===== src/include/ascf_pkg.sv =====
/*
 * Shared constants for the serial control front end of an eight-input
 * successive-approximation converter: control-byte layout, mode codes,
 * bit counts and conversion timing.
 * Assumes a 100 MHz core clock; the host must keep acquisition at least 1.5 us.
 */
package ascf_pkg;

    ////////////////////////////////////////////////////////////////////////
    // control byte layout
    localparam int CTRL_W      = 8;
    localparam int BIT_START   = 7;
    localparam int BIT_SEL_HI  = 6;
    localparam int BIT_SEL_LO  = 4;
    localparam int BIT_POL     = 3;
    localparam int BIT_CFG     = 2;
    localparam int BIT_MODE_HI = 1;
    localparam int BIT_MODE_LO = 0;
    localparam logic [7:0] CTRL_RST = 8'h00;

    localparam logic [1:0] MODE_FULL_PD = 2'h0;
    localparam logic [1:0] MODE_FAST_PD = 2'h1;
    localparam logic [1:0] MODE_INT_CLK = 2'h2;
    localparam logic [1:0] MODE_EXT_CLK = 2'h3;

    ////////////////////////////////////////////////////////////////////////
    // bit counts
    localparam logic [3:0] CNT_TRACK   = 4'h5;
    localparam logic [3:0] CNT_HOLD    = 4'h8;
    localparam int         RES_W       = 12;
    localparam int         RESTART_BIT = 5;

    ////////////////////////////////////////////////////////////////////////
    // timing
    localparam int CLK_PERIOD_NS = 10;
    localparam int CONV_INT_US   = 10;
    localparam int CONV_INT_CYC  = (CONV_INT_US * 1000) / CLK_PERIOD_NS;
    localparam int TACQ_MIN_NS   = 1500;
    localparam int TACQ_MIN_CYC  =
        (TACQ_MIN_NS + CLK_PERIOD_NS - 1) / CLK_PERIOD_NS;
    localparam int BUSY_W        = 16;

    // {cs_n, sclk, din} value held in the synchroniser during reset
    localparam logic [2:0] SYNC_RST = 3'h4;

    typedef enum logic [1:0] {
        CV_IDLE,
        CV_EXT,
        CV_INT_BUSY,
        CV_INT_READY
    } ascf_conv_e;

endpackage


===== src/core/ascf_sync.sv =====
/*
 * Two-flop synchroniser for a group of pin inputs.
 * Assumes each bit is an independent level; no bus coherence is needed.
 */
`timescale 1ns/1ps
`default_nettype none

module ascf_sync #(
    parameter int               WIDTH   = 1,
    parameter logic [WIDTH-1:0] RST_VAL = '0
) (
    input  wire logic             i_clk,
    input  wire logic             i_rst,
    input  wire logic             i_ce,
    input  wire logic [WIDTH-1:0] i_async,
    output logic      [WIDTH-1:0] o_sync
);

    logic [WIDTH-1:0] stage1;
    logic [WIDTH-1:0] stage2;

    if (WIDTH < 1) begin : g_bad_width
        $error("synchroniser width must be at least one");
    end

    always_ff @(posedge i_clk) begin
        if (i_rst) begin
            stage1 <= RST_VAL;
            stage2 <= RST_VAL;
        end else if (i_ce) begin
            stage1 <= i_async;
            stage2 <= stage1;
        end
    end

    assign o_sync = stage2;

endmodule

`default_nettype wire


===== src/core/ascf_mux_decode.sv =====
/*
 * Input multiplexer decode: turns the channel-select field and the
 * input configuration into positive and negative channel numbers.
 * Assumes the caller registers the result.
 */
`timescale 1ns/1ps
`default_nettype none

module ascf_mux_decode (
    input  wire logic [2:0] i_sel,
    input  wire logic       i_single_ended,
    output logic      [2:0] o_pos_ch,
    output logic      [2:0] o_neg_ch,
    output logic            o_neg_gnd
);

    // select field is {msb, mid, lsb}; pair index lives in mid and lsb
    wire logic       pick_msb = i_sel[2];
    wire logic [1:0] pair     = i_sel[1:0];

    // msb chooses the odd member of the pair as positive
    assign o_pos_ch  = {pair, pick_msb};
    assign o_neg_ch  = i_single_ended ? 3'h0 : {pair, ~pick_msb};
    assign o_neg_gnd = i_single_ended;

endmodule

`default_nettype wire


===== src/core/ascf_frontend.sv =====
/*
 * Serial control front end: parses the control byte from the serial
 * pins, times track and hold, runs the conversion strobe and shifts the
 * result out on falling serial-clock edges.
 * Assumes the analog core presents its result on i_sar_result when the
 * conversion starts (external clock) or ends (internal clock); all pin
 * inputs are asynchronous and are synchronised here.
 */
`timescale 1ns/1ps
`default_nettype none

// Overview of operation
// shift data in on rising clock, select low
// skip leading zeros; first one starts byte
// byte is start, channel, polarity, config, mode
// polarity bit one unipolar, zero bipolar
// config bit one single-ended, zero differential
// mode 00 full, 01 fast, 10 internal, 11 external
// route positive and negative inputs per configuration
// tracking starts on fall after fifth bit
// hold on fall after eighth bit
// host keeps acquisition at least 1.5 us
// host sends control byte before every conversion
// external mode strobe one period before msb
// strobe and data change on falling edges
// all-ones input repeats fifteen-clock conversions
// host uses clock polarity and phase zero
// host uses three byte transfers per conversion
// conversion begins on fall after eighth bit
// internal mode strobe low while converting
// data output released while select high
// idle after reset until a start bit
// capture fields at eighth bit for conversion
module ascf_frontend #(
    parameter int CONV_CYC = ascf_pkg::CONV_INT_CYC,
    parameter int RES_W    = ascf_pkg::RES_W
) (
    input  wire logic             i_clk,
    input  wire logic             i_rst,
    input  wire logic             i_ce,
    input  wire logic             i_cs_n,
    input  wire logic             i_sclk,
    input  wire logic             i_din,
    input  wire logic [RES_W-1:0] i_sar_result,
    output logic                  o_dout,
    output logic                  o_dout_oe,
    output logic                  o_strobe,
    output logic                  o_strobe_oe,
    output logic                  o_track,
    output logic                  o_conv_start,
    output logic      [7:0]       o_ctrl_byte,
    output logic      [2:0]       o_pos_ch,
    output logic      [2:0]       o_neg_ch,
    output logic                  o_neg_gnd,
    output logic                  o_unipolar,
    output logic                  o_full_pd,
    output logic                  o_fast_pd
);

    localparam logic [3:0] OUT_LAST = 4'(RES_W);
    localparam logic [3:0] OUT_B5   = 4'(RES_W - ascf_pkg::RESTART_BIT);
    localparam logic [ascf_pkg::BUSY_W-1:0] BUSY_LOAD =
        ascf_pkg::BUSY_W'(CONV_CYC - 1);

    if (RES_W < 6 || RES_W > 15) begin : g_bad_res
        $error("result width must lie between 6 and 15");
    end
    if (CONV_CYC < 1 || CONV_CYC > 65535) begin : g_bad_conv
        $error("internal conversion count out of range");
    end

    ////////////////////////////////////////////////////////////////////////
    // pin synchronisation and edge detection

    logic [2:0] pins_s;
    logic       sclk_d;

    ascf_sync #(
        .WIDTH   (3),
        .RST_VAL (ascf_pkg::SYNC_RST)
    ) u_sync (
        .i_clk   (i_clk),
        .i_rst   (i_rst),
        .i_ce    (i_ce),
        .i_async ({i_cs_n, i_sclk, i_din}),
        .o_sync  (pins_s)
    );

    wire logic cs_n_s    = pins_s[2];
    wire logic sclk_s    = pins_s[1];
    wire logic din_s     = pins_s[0];
    wire logic cs_low    = ~cs_n_s;
    wire logic sclk_rise = sclk_s & ~sclk_d;
    wire logic sclk_fall = ~sclk_s & sclk_d;

    always_ff @(posedge i_clk) begin
        if (i_rst) begin
            sclk_d <= 1'b0;
        end else if (i_ce) begin
            sclk_d <= sclk_s;
        end
    end

    ////////////////////////////////////////////////////////////////////////
    // control byte parser

    logic                 [7:0] ctrl_shift;
    logic                 [3:0] bit_cnt;
    ascf_pkg::ascf_conv_e       conv_state;
    logic           [RES_W-1:0] out_sh;
    logic                 [3:0] out_cnt;
    logic [ascf_pkg::BUSY_W-1:0] busy_cnt;
    logic                 [1:0] mode_reg;

    // a new start bit may overlap the tail of an external conversion
    wire logic start_ok   = (conv_state == ascf_pkg::CV_IDLE)
                          | (conv_state == ascf_pkg::CV_INT_READY)
                          | ((conv_state == ascf_pkg::CV_EXT)
                             & (out_cnt >= OUT_B5));
    wire logic busy_bits  = (bit_cnt != 4'h0);
    wire logic take_bit   = cs_low & sclk_rise
                          & (bit_cnt < ascf_pkg::CNT_HOLD)
                          & (busy_bits | (din_s & start_ok));
    wire logic ctrl_done  = cs_low & sclk_fall
                          & (bit_cnt == ascf_pkg::CNT_HOLD);
    wire logic track_go   = cs_low & sclk_fall
                          & (bit_cnt == ascf_pkg::CNT_TRACK);
    wire logic [1:0] new_mode =
        ctrl_shift[ascf_pkg::BIT_MODE_HI:ascf_pkg::BIT_MODE_LO];
    wire logic shift_out  = cs_low & sclk_fall
                          & ((conv_state == ascf_pkg::CV_EXT)
                             | (conv_state == ascf_pkg::CV_INT_READY));
    wire logic bits_left  = (out_cnt < OUT_LAST);
    wire logic busy_done  = (busy_cnt == '0);

    always_ff @(posedge i_clk) begin
        if (i_rst) begin
            bit_cnt    <= 4'h0;
            ctrl_shift <= ascf_pkg::CTRL_RST;
        end else if (i_ce) begin
            if (cs_n_s) begin
                bit_cnt <= 4'h0;
            end else if (ctrl_done) begin
                bit_cnt <= 4'h0;
            end else if (take_bit) begin
                ctrl_shift <= {ctrl_shift[6:0], din_s};
                bit_cnt    <= bit_cnt + 4'h1;
            end
        end
    end

    ////////////////////////////////////////////////////////////////////////
    // track and hold

    always_ff @(posedge i_clk) begin
        if (i_rst) begin
            o_track <= 1'b0;
        end else if (i_ce) begin
            if (ctrl_done) begin
                o_track <= 1'b0;
            end else if (track_go) begin
                o_track <= 1'b1;
            end else if (cs_n_s) begin
                o_track <= 1'b0;
            end
        end
    end

    ////////////////////////////////////////////////////////////////////////
    // field capture and input routing

    logic [2:0] dec_pos;
    logic [2:0] dec_neg;
    logic       dec_gnd;

    ascf_mux_decode u_mux (
        .i_sel          (ctrl_shift[ascf_pkg::BIT_SEL_HI:
                                    ascf_pkg::BIT_SEL_LO]),
        .i_single_ended (ctrl_shift[ascf_pkg::BIT_CFG]),
        .o_pos_ch       (dec_pos),
        .o_neg_ch       (dec_neg),
        .o_neg_gnd      (dec_gnd)
    );

    always_ff @(posedge i_clk) begin
        if (i_rst) begin
            o_ctrl_byte <= ascf_pkg::CTRL_RST;
            o_pos_ch    <= 3'h0;
            o_neg_ch    <= 3'h0;
            o_neg_gnd   <= 1'b1; // reset routing: channel zero to ground
            o_unipolar  <= 1'b0;
            o_full_pd   <= 1'b0;
            o_fast_pd   <= 1'b0;
        end else if (i_ce && ctrl_done) begin
            o_ctrl_byte <= ctrl_shift;
            o_pos_ch    <= dec_pos;
            o_neg_ch    <= dec_neg;
            o_neg_gnd   <= dec_gnd;
            o_unipolar  <= ctrl_shift[ascf_pkg::BIT_POL];
            o_full_pd   <= (new_mode == ascf_pkg::MODE_FULL_PD);
            o_fast_pd   <= (new_mode == ascf_pkg::MODE_FAST_PD);
        end
    end

    ////////////////////////////////////////////////////////////////////////
    // conversion sequencing and result shifter

    always_ff @(posedge i_clk) begin
        if (i_rst) begin
            conv_state   <= ascf_pkg::CV_IDLE;
            mode_reg     <= ascf_pkg::MODE_FULL_PD;
            o_strobe     <= 1'b0;
            o_dout       <= 1'b0;
            out_sh       <= '0;
            out_cnt      <= 4'h0;
            busy_cnt     <= '0;
            o_conv_start <= 1'b0;
        end else if (i_ce) begin
            o_conv_start <= ctrl_done;
            if (ctrl_done) begin
                mode_reg <= new_mode;
                out_cnt  <= 4'h0;
                o_dout   <= 1'b0;
                case (new_mode)
                    ascf_pkg::MODE_EXT_CLK: begin
                        conv_state <= ascf_pkg::CV_EXT;
                        o_strobe   <= 1'b1;
                        out_sh     <= i_sar_result;
                    end
                    ascf_pkg::MODE_INT_CLK: begin
                        conv_state <= ascf_pkg::CV_INT_BUSY;
                        o_strobe   <= 1'b0;
                        busy_cnt   <= BUSY_LOAD;
                    end
                    default: begin
                        conv_state <= ascf_pkg::CV_IDLE;
                        o_strobe   <= 1'b0;
                    end
                endcase
            end else begin
                case (conv_state)
                    ascf_pkg::CV_EXT: begin
                        if (cs_n_s) begin
                            conv_state <= ascf_pkg::CV_IDLE;
                            o_strobe   <= 1'b0;
                            o_dout     <= 1'b0;
                        end else if (shift_out) begin
                            o_strobe <= 1'b0;
                            if (bits_left) begin
                                o_dout  <= out_sh[RES_W-1];
                                out_sh  <= {out_sh[RES_W-2:0], 1'b0};
                                out_cnt <= out_cnt + 4'h1;
                            end else begin
                                o_dout     <= 1'b0;
                                conv_state <= ascf_pkg::CV_IDLE;
                            end
                        end
                    end
                    ascf_pkg::CV_INT_BUSY: begin
                        if (busy_done) begin
                            o_strobe   <= 1'b1;
                            out_sh     <= i_sar_result;
                            conv_state <= ascf_pkg::CV_INT_READY;
                        end else begin
                            busy_cnt <= busy_cnt - ascf_pkg::BUSY_W'(1);
                        end
                    end
                    ascf_pkg::CV_INT_READY: begin
                        if (cs_n_s) begin
                            o_dout <= 1'b0;
                        end else if (shift_out && bits_left) begin
                            o_dout  <= out_sh[RES_W-1];
                            out_sh  <= {out_sh[RES_W-2:0], 1'b0};
                            out_cnt <= out_cnt + 4'h1;
                        end else if (shift_out) begin
                            o_dout <= 1'b0;
                        end
                    end
                    ascf_pkg::CV_IDLE: begin
                        if (cs_n_s) begin
                            o_dout <= 1'b0;
                        end
                    end
                    default: begin
                        conv_state <= ascf_pkg::CV_IDLE;
                    end
                endcase
            end
        end
    end

    ////////////////////////////////////////////////////////////////////////
    // output enables

    // internal-clock strobe stays driven with select high
    always_ff @(posedge i_clk) begin
        if (i_rst) begin
            o_dout_oe   <= 1'b0;
            o_strobe_oe <= 1'b0;
        end else if (i_ce) begin
            o_dout_oe   <= cs_low;
            o_strobe_oe <= cs_low | (mode_reg == ascf_pkg::MODE_INT_CLK);
        end
    end
endmodule

`default_nettype wire


===== config.mk =====
export PLATFORM = sky130hd
export DESIGN_NAME = ascf_frontend
export DESIGN_NICKNAME = d
export VERILOG_FILES = /design/src/include/ascf_pkg.sv /design/src/core/ascf_sync.sv /design/src/core/ascf_mux_decode.sv /design/src/core/ascf_frontend.sv
export SDC_FILE = /design/constraint.sdc
export NUM_CORES = 1
export LEC_CHECK = 0
export BUFFER_PORTS_ARGS = -buffer_cell sky130_fd_sc_hd__buf_2
export CAP_MARGIN = 20
export CORE_MARGIN = 1
export CORE_UTILIZATION = 58
export CTS_CLUSTER_DIAMETER = 60
export CTS_CLUSTER_SIZE = 25
export DETAILED_ROUTE_END_ITERATION = 8
export PLACE_DENSITY = 0.79
export SYNTH_ARGS = -nofsm -noshare
export SYNTH_HDL_FRONTEND = slang
export SYNTH_SLANG_ARGS = --single-unit
export TNS_END_PERCENT = 20

===== constraint.sdc =====
create_clock -name i_clk -period 2.6 [get_ports i_clk]
set_input_delay 0.52 -clock i_clk [delete_from_list [all_inputs] [get_ports i_clk]]
set_output_delay 0.52 -clock i_clk [all_outputs]
set_load 0.005 [all_outputs]

Word level (Yosys, flattened, before mapping). Index checks and enable logic that the tools add are counted.

Bitwise gates (word level): 21. $lt $le $gt $ge: 3. Shift-type cells: 0. Divide/modulo/power cells: 0. Reductions and logical operators: 23. Eq/ne operators: 22. Multipliers: 0. Add/subtract/negate cells: 3. Mux-type cells: 47.

Operators by type and width (count): 12-bit two-way mux (8); 16-bit two-way mux (4); 4-bit two-way mux (9); 12-bit one-hot mux with 3 select lines (1); 16-bit zero test (1); 16-bit by 1-bit subtractor with 16-bit output, second input constant (1); 3-bit != test, second input constant (5); 1-bit two-way mux (14); 4-bit AND reduction (3); 3-bit nonzero test (4); 4-bit nonzero test (3); 1-bit AND (11); 2-bit == test, second input constant (5); 2-bit two-way mux (5); 5-bit AND reduction (2); 9-bit AND reduction (1); 4-bit by 1-bit adder with 4-bit output, second input constant (2); 4-bit less-than comparator, second input constant (2); 4-bit by 3-bit != test with 1-bit output, second input constant (2); 2-bit one-hot mux with 2 select lines (2); 4-bit one-hot mux with 2 select lines (1); 7-bit AND reduction (1); 3-bit by 2-bit != test with 1-bit output, second input constant (2); 2-bit AND reduction (3); 15 further kinds (27).

Word-level logic and storage cells: 142. Latch bits: 0. ROM bits: 0. Bits in writable memories: 0. Output and inout port bits: 24. Memories kept: 0. Input port bits: 18. Register bits after elaboration: 79.

Longest topological paths before layout. Gate-level depths: netlist of the first run.

Depth in word-level cells: 9. Depth in mapped cells: 9. Mapped depth without buffers: 7.

Hierarchy. From an unflattened synthesis of the first run, not the netlist that was laid out.

Cells, all modules: 404. Area total of the unflattened synthesis: 3550.9 µm².

Modules (own cells, without submodules): ascf_frontend (area each 3288.2 µm², times used 1, cells each 378); ascf_sync (area each 216.5 µm², times used 1, cells each 19); ascf_mux_decode (area each 46.3 µm², times used 1, cells each 7).

Worst setup path after synthesis of the first run. OpenSTA, ideal clock, no wires.

Path type: flip-flop to flip-flop. Start: register busy_cnt[0] in the netlist's numbering. End: register busy_cnt[8] in the netlist's numbering. Arrival time: 1.858 ns. Path slack: 0.625 ns. Cell stages (with the launch flop): 9. Setup time: 0.117 ns. Path through: dfxtp_1 inv_1 ha_1 nor3b_1 and4_1 buf_2 o21ai_0 nand4b_1 a32o_1.

Cells in the longest elaborated chain, start to end: 4.

RTL lines: start, declared (RTL line ascf_frontend.sv:112) `logic [ascf_pkg::BUSY_W-1:0] busy_cnt;`; start signal, assigned (RTL line ascf_frontend.sv:265) `busy_cnt <= busy_cnt - ascf_pkg::BUSY_W'(1);`; 16-bit by 1-bit subtractor with 16-bit output (RTL line ascf_frontend.sv:265); 16-bit two-way mux (RTL line ascf_frontend.sv:260) `if (busy_done) begin`; 16-bit two-way mux (RTL line ascf_frontend.sv:241) `case (conv_state)`; 16-bit two-way mux (RTL line ascf_frontend.sv:220) `if (ctrl_done) begin`.

Several ways; a longest one is shown, not always the timed one. The select of a mux whose other input is x is not followed. A chain may end at the register's enable or synchronous reset.

Final worst setup path of the first run.
Start: register bit_cnt[0]. End: register out_sh[1].

Cells in the longest elaborated chain, start to end: 4.

RTL lines: start, declared (RTL line ascf_frontend.sv:108) `logic [3:0] bit_cnt;`; start signal, assigned (RTL line ascf_frontend.sv:147) `bit_cnt <= bit_cnt + 4'h1;`; 4-bit == test * (RTL line ascf_frontend.sv:125) `& (bit_cnt == ascf_pkg::CNT_HOLD);`; 1-bit AND * (RTL line ascf_frontend.sv:125); 3-bit != test (no line) (tied with other cells); 9-bit AND reduction (no line); end signal, assigned (RTL line ascf_frontend.sv:228) `out_sh <= i_sar_result;`; end signal, assigned (RTL line ascf_frontend.sv:251) `out_sh <= {out_sh[RES_W-2:0], 1'b0};`; end signal, assigned (RTL line ascf_frontend.sv:262) `out_sh <= i_sar_result;`; end, declared (RTL line ascf_frontend.sv:110) `logic [RES_W-1:0] out_sh;`.

Every way passes the cells marked *; elsewhere a longest branch is shown, timed or not.

==> impl_metrics.env, run 1 <==
export IMPL_synth_cells=406
export IMPL_clkSinkCount=73
export IMPL_drtIter0Drc=234
export IMPL_die_height_um=80.4
export IMPL_grt_pass1_vias=2809
export IMPL_leakage_nw=1.65
export IMPL_initial_core_util_pct=60.2
export IMPL_syn_area_um2=3560
export IMPL_routed_wirelength_um=8070
export IMPL_vdd_drop_max_v=0.000443
export IMPL_async_flop_share_pct=0
export IMPL_grt_util_all_layers_pct=26.7
export IMPL_ys_seq_area_share_pct=41.0
export IMPL_num_vias=3163
export IMPL_hold_end="u_sync.stage1[1]$_SDFFE_PP0P_"
export IMPL_worstPathCellList="inv_1 > ha_1 > and3b_1 > nand2_1 > o221a_2 > a21oi_1 > a311oi_1"
export IMPL_worst_r2r_endpoint="out_sh[1]$_SDFFE_PP0P_"
export IMPL_cts_tree="done"
export IMPL_status="complete, no violations"
export IMPL_hold_start="i_sclk"
export IMPL_antenna_found_initial=0
export IMPL_first_pass_iters=4
export IMPL_clockBufferDepth=2
export IMPL_synth_top_flop_cell="dfxtp_1"
export IMPL_clock_latency_ps=350
export IMPL_crit_path_start_kind="flip-flop"
export IMPL_hold_buffers=0
export IMPL_coreArea_um2=5920
export IMPL_hold_viol=0
export IMPL_synth_seq_cells=73
export IMPL_tightestPinTransition_ps=641
export IMPL_io_buffer_count=41
export IMPL_ios=42
export IMPL_power_density_nw_per_um2=592
export IMPL_tns_ps=0
export IMPL_hp_class="in -> reg"
export IMPL_crit_type="reg -> reg"
export IMPL_critPathTopFamily="compound AO/OA/AOI/OAI gates"
export IMPL_place_gp_congestion=0.952
export IMPL_synth_top_cell_by_area="dfxtp_1"
export IMPL_wl_per_cell_um=15.6
export IMPL_grt_start_max_net_pins=65
export IMPL_r2r_start="bit_cnt[0]$_SDFFE_PP0P_"
export IMPL_drc=0
export IMPL_regArea_um2=1460
export IMPL_synth_enable_flop_cells=0
export IMPL_rows=28
export IMPL_ff2ff_path_depth=7
export IMPL_critPathMaxStageDelay_ps=540
export IMPL_skew_ps=11.0
export IMPL_critPathMaxFanout=24
export IMPL_numCtsBuffers=9
export IMPL_final_common_cell="dfxtp_1"
export IMPL_layout_common_cells="73 x dfxtp_1, 45 x a21oi_1, 44 x nand2_1"
export IMPL_n_fill_cell=481
export IMPL_cp_slowest_cell="o221a_2"
export IMPL_syn_nets=434
export IMPL_slew_viol_final=0
export IMPL_h_tree_depth=3
export IMPL_ys_warn_count=0
export IMPL_area_growth_pct=13.1
export IMPL_cp_required_ps=2850
export IMPL_num_antenna_cells=0
export IMPL_finalCriticalPeriod_ps=2270
export IMPL_synthTopCellsByArea="dfxtp_1 41%, mux2i_1 7.3%, a21oi_1 6.3%, nand2_1 4.6%, ha_1 3.5%"
export IMPL_hpwl_um=5510
export IMPL_grt_pass1_wl_um=13300
export IMPL_setup_viol=0
export IMPL_post_cts_resized=0
export IMPL_synth_avg_cell_area_um2=8.78
export IMPL_synth_cell_type_count=60
export IMPL_dieArea_um2=6460
export IMPL_max_freq_ghz=0.441
export IMPL_rsz0062_at_grt="false"
export IMPL_crit_buf_inv=1
export IMPL_detail_route_antenna_nets=0
export IMPL_final_nets=467
export IMPL_final_util_pct=68.0
export IMPL_timing_slew_headroom_pct=56.8
export IMPL_vias_per_cell=6.09
export IMPL_hold_depth=3
export IMPL_cap_violations=0
export IMPL_cp_data_arrival_time_ps=2520
export IMPL_cts_root_buf="clkbuf_8"
export IMPL_period_share_pct=87.2
export IMPL_overflow=0
export IMPL_clk_pin_slew_ps=80
export IMPL_die_w_um=80.4
export IMPL_reg2reg_slack_ps=330
export IMPL_netlist_area_leader_share_pct=41.0
export IMPL_multi_input_area_um2=1910
export IMPL_cts_setup_buffers=0
export IMPL_drive_above_1_share_pct=16.9
export IMPL_crit_path_end_kind="flip-flop"
==> kinds of logic after synthesis <==
| family | count (synthesis) | share of synthesized area [%] |
|---|---|---|
| buffers and inverters | 41 | 5.41 |
| AO/OA/AOI/OAI | 109 | 20.3 |
| flip-flops | 73 | 41.0 |
| AND/OR/NAND/NOR | 144 | 21.7 |
| multiplexers | 26 | 7.30 |
| adder cells (fa/ha/maj) | 10 | 3.51 |
| XOR/XNOR | 3 | 0.737 |
==> registers in the layout (all words and copies together) (netlist names) <==
name           cells
u_sync.o_sync      3
o_full_pd          1
out_cnt            4
o_dout             1
o_strobe_oe        1
ctrl_shift         8
sclk_d             1
conv_state         2
o_neg_gnd          1
bit_cnt            4
out_sh            12
o_conv_start       1
o_strobe           1
u_sync.stage1      3
o_ctrl_byte        8
o_dout_oe          1
busy_cnt          16
o_track            1
o_neg_ch           3
o_fast_pd          1
==> metrics by stage <==
step                cells  hold WS, ps  power (W)  setup WS [ps]  cell area, um^2
CTS                   519          403    0.00240            374             4030
floorplan             406          432    0.00129            625             3560
detailed placement    503          447    0.00133            398             3790
global route          519          425    0.00247            139             4030
global placement      503          440    0.00133            432             3790
finish                519          411    0.00239            332             4030
==> how the worst max path moves through the flow <==
stage                                to  slack (ps)  cells after the start                     start
3_5_place_dp    out_sh[11]$_SDFFE_PP0P_         400                      7   bit_cnt[0]$_SDFFE_PP0P_
3_3_place_gp     out_sh[0]$_SDFFE_PP0P_         430                      7   bit_cnt[1]$_SDFFE_PP0P_
2_1_floorplan  busy_cnt[8]$_SDFFE_PP0P_         620                      8  busy_cnt[0]$_SDFFE_PP0P_
6_report         out_sh[1]$_SDFFE_PP0P_         330                      7   bit_cnt[0]$_SDFFE_PP0P_
4_1_cts         out_sh[11]$_SDFFE_PP0P_         370                      7   bit_cnt[0]$_SDFFE_PP0P_
5_1_grt          out_sh[7]$_SDFFE_PP0P_         140                      7   bit_cnt[0]$_SDFFE_PP0P_
==> per-layer routing <==
layer	vias to the layer above	GRT usage [%]	routed length, um
met5	-	0	0
met4	0	8.93	129
met3	13	7.73	423
met2	91	40.7	3700
met1	1505	36.0	3820
li1	1554	-	-
==> power breakdown <==
part	internal (W)	switching, W
sequential	0.00114	0.0000141
combinational	0.0000655	0.0000936
clock	0.000643	0.000434
==> area by class of cell <==
cell class | count | area share (%)
Tap cell | 75 | 2.33
Sequential cell | 73 | 36.3
Inverter | 13 | 1.21
Timing Repair Buffer | 50 | 6.77
Multi-Input combinational cell | 292 | 47.4
Clock buffer | 10 | 3.17
Clock inverter | 6 | 2.86
==> synthesized netlist by cell type (2+ instances only) <==
cell and n:
nor3_1 11, or3_1 8, nand2b_1 4, a31oi_1 4, o211ai_1 2, nor3b_1 4
a211o_1 2, buf_4 5, nand3_1 7, buf_2 10, buf_1 4, and3_1 2
o21ai_0 12, a211oi_1 5, nand2_1 44, a221oi_1 2, a21oi_1 45, and4_1 2
a21o_1 2, ha_1 10, nand4b_1 3, dfxtp_1 73, o41ai_1 3, or3b_1 2
nand4_1 3, xnor2_1 2, nor4_1 4, or4_1 6, o21a_1 4, o31ai_1 3
mux2i_1 26, nand3b_1 6, a311oi_1 13, nor2_1 26, inv_1 13, nor2b_1 3
clkbuf_1 8
==> worst register-to-register path, cell delays in order (launching register included) <==
cell and delay [ps]:
dfxtp_1 410, inv_1 80, ha_1 230, and3b_1 240
nand2_1 260, o221a_2 540, a21oi_1 130, a311oi_1 280
No activity file was read; power rests on OpenSTA's default activity.
==> run 2: changes to the inputs <==
CORE_UTILIZATION = 29   (was 58)
PLACE_DENSITY = 0.51   (was 0.79)
==> impl_metrics.env, run 2 (synthesis results as in run 1) <==
export IMPL_status="complete, no violations"
export IMPL_crit_buf_inv=1
export IMPL_cp_required_ps=2840
export IMPL_initial_core_util_pct=29.7
export IMPL_crit_path_end_kind="flip-flop"
export IMPL_io_buffer_count=41
export IMPL_hp_class="in -> reg"
export IMPL_cp_data_arrival_time_ps=2520
export IMPL_place_gp_congestion=0.822
export IMPL_n_fill_cell=1279
export IMPL_hold_start="i_cs_n"
export IMPL_die_w_um=113
export IMPL_num_vias=3131
export IMPL_area_growth_pct=18.6
export IMPL_drive_above_1_share_pct=17.5
export IMPL_startpoint="bit_cnt[0]$_SDFFE_PP0P_"
export IMPL_power_density_nw_per_um2=632
export IMPL_rows=40
export IMPL_clock_latency_ps=340
export IMPL_place_inst=578
export IMPL_routed_wirelength_um=9010
export IMPL_dieArea_um2=12700
export IMPL_skew_ps=10.8
export IMPL_grt_pass1_wl_um=14900
export IMPL_cts_tree="done"
export IMPL_timing_slew_headroom_pct=59.2
export IMPL_ios=42
export IMPL_grt_start_max_net_pins=43
export IMPL_clkSinkCount=73
export IMPL_wl_per_cell_um=15.2
export IMPL_drtIter0Drc=200
export IMPL_leakage_nw=1.71
export IMPL_final_common_cell="dfxtp_1"
export IMPL_vias_per_cell=5.28
export IMPL_layout_common_cells="73 x dfxtp_1, 45 x a21oi_1, 44 x nand2_1"
export IMPL_cap_violations=0
export IMPL_crit_type="reg -> reg"
export IMPL_crit_path_start_kind="flip-flop"
export IMPL_num_antenna_cells=0
export IMPL_clk_pin_slew_ps=60
export IMPL_max_freq_ghz=0.440
export IMPL_post_cts_resized=0
export IMPL_numCtsBuffers=9
export IMPL_coreArea_um2=12000
export IMPL_detail_route_antenna_nets=0
export IMPL_largest_register_ffs=16
export IMPL_critPathMaxStageDelay_ps=550
export IMPL_overflow=0
export IMPL_critPathTopFamily="compound AO/OA/AOI/OAI gates"
export IMPL_critPathMaxFanout=24
export IMPL_grt_util_all_layers_pct=14.9
export IMPL_r2r_start="bit_cnt[0]$_SDFFE_PP0P_"
export IMPL_antenna_found_initial=0
export IMPL_slew_viol_final=0
export IMPL_cp_slowest_cell="o221a_2"
export IMPL_clockBufferDepth=2
export IMPL_rsz0062_at_grt="false"
export IMPL_first_pass_iters=4
export IMPL_final_cells=593
export IMPL_finalCriticalPeriod_ps=2270
export IMPL_worstPathCellList="inv_1 > ha_1 > and3b_1 > nand2_1 > o221a_2 > a21oi_1 > a311oi_1"
export IMPL_hold_viol=0
export IMPL_drc=0
export IMPL_final_nets=470
export IMPL_cts_setup_buffers=0
export IMPL_cts_root_buf="clkbuf_16"
export IMPL_period_share_pct=87.4
export IMPL_tns_ps=0
export IMPL_total_power_w=0.00267
export IMPL_hpwl_um=6230
export IMPL_setup_viol=0
export IMPL_die_height_um=113
export IMPL_hold_buffers=0
export IMPL_grt_pass1_vias=2966
export IMPL_regMostFlops="busy_cnt"
export IMPL_tightestPinTransition_ps=611
export IMPL_biggestRegsByFlops="busy_cnt: 16 flops, out_sh: 12 flops"
export IMPL_h_tree_depth=3
export IMPL_vdd_drop_max_v=0.000402
==> run 2: area by class of cell <==
| class | count | area (um^2) | share of cell area [%] |
|---|---|---|---|
| clock buffers | 11 | 253 | 5.98 |
| well taps | 147 | 184 | 4.35 |
| inverters | 13 | 48.8 | 1.15 |
| repair buffers | 53 | 295 | 6.98 |
| multi-input cells | 292 | 1910 | 45.2 |
| clock inverters | 4 | 76.3 | 1.81 |
| flip-flops and latches | 73 | 1460 | 34.6 |
==> run 2: worst min-delay path: cells and delay by family <==
kind	cells	cell delay, ps
simple gates	1	60
mux	1	50
buf+inv	1	80
==> run 2: metrics by stage <==
step           hold WS (ps)  utilization, %  worst slack, ps  cell area [um^2]
2_1_floorplan           432               -              625              3560
3_3_place_gp            443            32.5              381              3900
3_5_place_dp            443            32.5              345              3900
4_1_cts                 395            35.2              323              4230
5_1_grt                 396            35.2              112              4230
6_report                408            35.2              327              4230
==> run 2: layer usage <==
metal,track usage (%),wire [um],vias to the layer above
li1,-,-,1567
met1,19.5,4530,1510
met2,23.5,4100,50
met3,4.45,292,4
met4,4.56,84,0
met5,0,0,-
==> run 2: worst paths after layout <==
path | endpoint | depth (start not counted) | slack (ps)
max | out_sh[8]$_SDFFE_PP0P_ | 7 | 330
min reg2reg | o_neg_ch[2]$_SDFFE_PP0P_ | 2 | 450
min | u_sync.stage1[2]$_SDFFE_PP1P_ | 3 | 410
max reg2reg | out_sh[8]$_SDFFE_PP0P_ | 7 | 330
==> run 2: where the power goes <==
group          total (W)  switching, W  internal, W
Combinational   0.000163     0.0000955    0.0000672
Sequential       0.00115     0.0000136      0.00114
Clock            0.00136      0.000469     0.000888
==> run 3: changes to the inputs <==
--- a/config.mk
+++ b/config.mk
@@ -7,11 +7,11 @@
 export LEC_CHECK = 0
 export BUFFER_PORTS_ARGS = -buffer_cell sky130_fd_sc_hd__buf_2
-export CAP_MARGIN = 20
+export CAP_MARGIN = 5
 export CORE_MARGIN = 1
-export CORE_UTILIZATION = 29
+export CORE_UTILIZATION = 58
 export CTS_CLUSTER_DIAMETER = 60
 export CTS_CLUSTER_SIZE = 25
 export DETAILED_ROUTE_END_ITERATION = 8
-export PLACE_DENSITY = 0.51
+export PLACE_DENSITY = 0.85
 export SYNTH_ARGS = -nofsm -noshare
 export SYNTH_HDL_FRONTEND = slang
==> constraint.sdc (replaced) <==
create_clock -name i_clk -period 2.6 [get_ports i_clk]
set_input_delay 0.52 -clock i_clk [delete_from_list [all_inputs] [get_ports i_clk]]
set_output_delay 0.52 -clock i_clk [all_outputs]
set_load 0.1 [all_outputs]
==> impl_metrics.env, run 3 (synthesis results as in run 1) <==
export IMPL_hold_viol=0
export IMPL_initial_core_util_pct=60.2
export IMPL_fin_area_um2=4040
export IMPL_vias_per_cell=6.13
export IMPL_place_gp_congestion=0.905
export IMPL_reg2reg_slack_ps=310
export IMPL_first_pass_iters=7
export IMPL_comb_power_share_pct=7.4
export IMPL_swShare_pct=24.2
export IMPL_worstPathCellList="inv_1 > ha_1 > and3b_1 > nand2_1 > o221a_2 > a21oi_1 > a311oi_1"
export IMPL_power_density_nw_per_um2=605
export IMPL_tns_ps=0
export IMPL_worst_r2r_endpoint="out_sh[10]$_SDFFE_PP0P_"
export IMPL_layout_common_cells="73 x dfxtp_1, 45 x a21oi_1, 44 x nand2_1"
export IMPL_grt_pass1_vias=2879
export IMPL_hpwl_um=5540
export IMPL_period_share_pct=88.1
export IMPL_n_fill_cell=498
export IMPL_clock_latency_ps=360
export IMPL_setup_viol=0
export IMPL_r2r_start="bit_cnt[0]$_SDFFE_PP0P_"
export IMPL_post_cts_resized=0
export IMPL_clockBufferDepth=2
export IMPL_timing_slew_headroom_pct=54.5
export IMPL_largest_register_ffs=16
export IMPL_cp_slowest_cell="o221a_2"
export IMPL_rows=28
export IMPL_ff2ff_path_depth=7
export IMPL_clkSinkCount=73
export IMPL_io_buffer_count=41
export IMPL_cts_setup_buffers=0
export IMPL_hp_class="in -> reg"
export IMPL_die_height_um=80.4
export IMPL_startpoint="bit_cnt[0]$_SDFFE_PP0P_"
export IMPL_overflow=0
export IMPL_coreArea_um2=5920
export IMPL_crit_path_end_kind="flip-flop"
export IMPL_endpoint="out_sh[10]$_SDFFE_PP0P_"
export IMPL_cts_root_buf="clkbuf_8"
export IMPL_cap_violations=0
export IMPL_critPathMaxFanout=24
export IMPL_tightestPinTransition_ps=675
export IMPL_final_nets=467
export IMPL_ios=42
export IMPL_cts_tree="done"
export IMPL_skew_ps=10.1
export IMPL_wl_per_cell_um=15.8
export IMPL_routed_wirelength_um=8180
export IMPL_h_tree_depth=3
export IMPL_slew_viol_final=0
export IMPL_cp_data_arrival_time_ps=2540
export IMPL_numCtsBuffers=9
export IMPL_dpl_cell_area_um2=3790
export IMPL_clk_pin_slew_ps=80
export IMPL_num_vias=3179
export IMPL_biggestRegsByFlops="busy_cnt: 16 flops, out_sh: 12 flops"
export IMPL_regArea_um2=1460
export IMPL_multi_input_area_um2=1910
export IMPL_hold_start="i_cs_n"
export IMPL_area_growth_pct=13.3
export IMPL_antenna_found_initial=0
export IMPL_crit_path_start_kind="flip-flop"
export IMPL_grt_start_max_net_pins=65
export IMPL_power_frac_seq_pct=47.1
export IMPL_status="complete, no violations"
export IMPL_rsz0062_at_grt="false"
export IMPL_die_w_um=80.4
export IMPL_max_freq_ghz=0.437
export IMPL_leakage_nw=1.66
export IMPL_drive_above_1_share_pct=17.1
export IMPL_dieArea_um2=6460
export IMPL_num_antenna_cells=0
export IMPL_critPathMaxStageDelay_ps=550
export IMPL_finalCriticalPeriod_ps=2290
export IMPL_hold_buffers=0
export IMPL_final_common_cell="dfxtp_1"
export IMPL_p_sw_w=0.000591
export IMPL_p_int_w=0.00185
export IMPL_grt_pass1_wl_um=13200
export IMPL_crit_type="reg -> reg"
export IMPL_power_frac_clock_pct=45.5
export IMPL_hold_ws_ps=379
export IMPL_vdd_drop_max_v=0.000423
export IMPL_drtIter0Drc=174
export IMPL_place_inst=503
export IMPL_regMostFlops="busy_cnt"
export IMPL_grt_util_all_layers_pct=26.6
export IMPL_drc=0
export IMPL_detail_route_antenna_nets=0
export IMPL_cp_required_ps=2850
export IMPL_final_cells=519
run 3: cell types whose count changed in the layout (fill, tap and decap cells not counted):
cell,previous run,this run
inv_6,0,1
clkbuf_16,9,0
clkbuf_8,2,9
bufinv_16,2,3
inv_8,0,1
buf_4,12,9
run 3: stage by stage:
stage | total power (W) | setup WS (ps) | utilization, %
4_1_cts | 0.00244 | 355 | 68.2
5_1_grt | 0.00252 | 147 | 68.2
2_1_floorplan | 0.00131 | 625 | -
3_5_place_dp | 0.00135 | 265 | 63.9
6_report | 0.00244 | 310 | 68.2
3_3_place_gp | 0.00135 | 366 | 63.9
run 3: worst min path at each step:
stage	depth (start not counted)	endpoint	slack, ps
2_1_floorplan	2	o_ctrl_byte[7]$_SDFFE_PP0P_	430
3_3_place_gp	2	o_neg_ch[2]$_SDFFE_PP0P_	440
3_5_place_dp	2	o_full_pd$_SDFFE_PP0P_	440
4_1_cts	3	u_sync.stage1[2]$_SDFFE_PP1P_	380
5_1_grt	3	u_sync.stage1[2]$_SDFFE_PP1P_	410
6_report	3	u_sync.stage1[2]$_SDFFE_PP1P_	380
run 3: power by group through the flow:
stage,combinational (W),clock (W),sequential [W]
floorplan,0.000116,0,0.00119
global placement,0.000174,0,0.00117
detailed placement,0.000177,0,0.00117
CTS,0.000179,0.00112,0.00115
global route,0.000196,0.00117,0.00115
finish,0.000180,0.00111,0.00115
run 3: area by class of cell:
class                      count  area share, %
timing repair buffer          50           6.76
clock inverter                 7           3.13
sequential                    73           36.2
multi-input combinational    292           47.3
inverter                      13           1.21
tap                           75           2.32
clock buffer                   9           3.07
run 3: critical path, delay by kind of cell (launching register included):
kind            cells  cell delay [ps]
buf+inv             1               90
compound gates      3              960
flops               1              410
fa+ha+maj           1              230
simple gates        2              490
run 3: metal layers:
layer	vias up	global-route usage [%]	routed length [um]
li1	1560	-	-
met1	1486	34.5	3670
met2	113	42.2	3910
met3	20	4.55	396
met4	0	13.8	198
met5	-	0	0
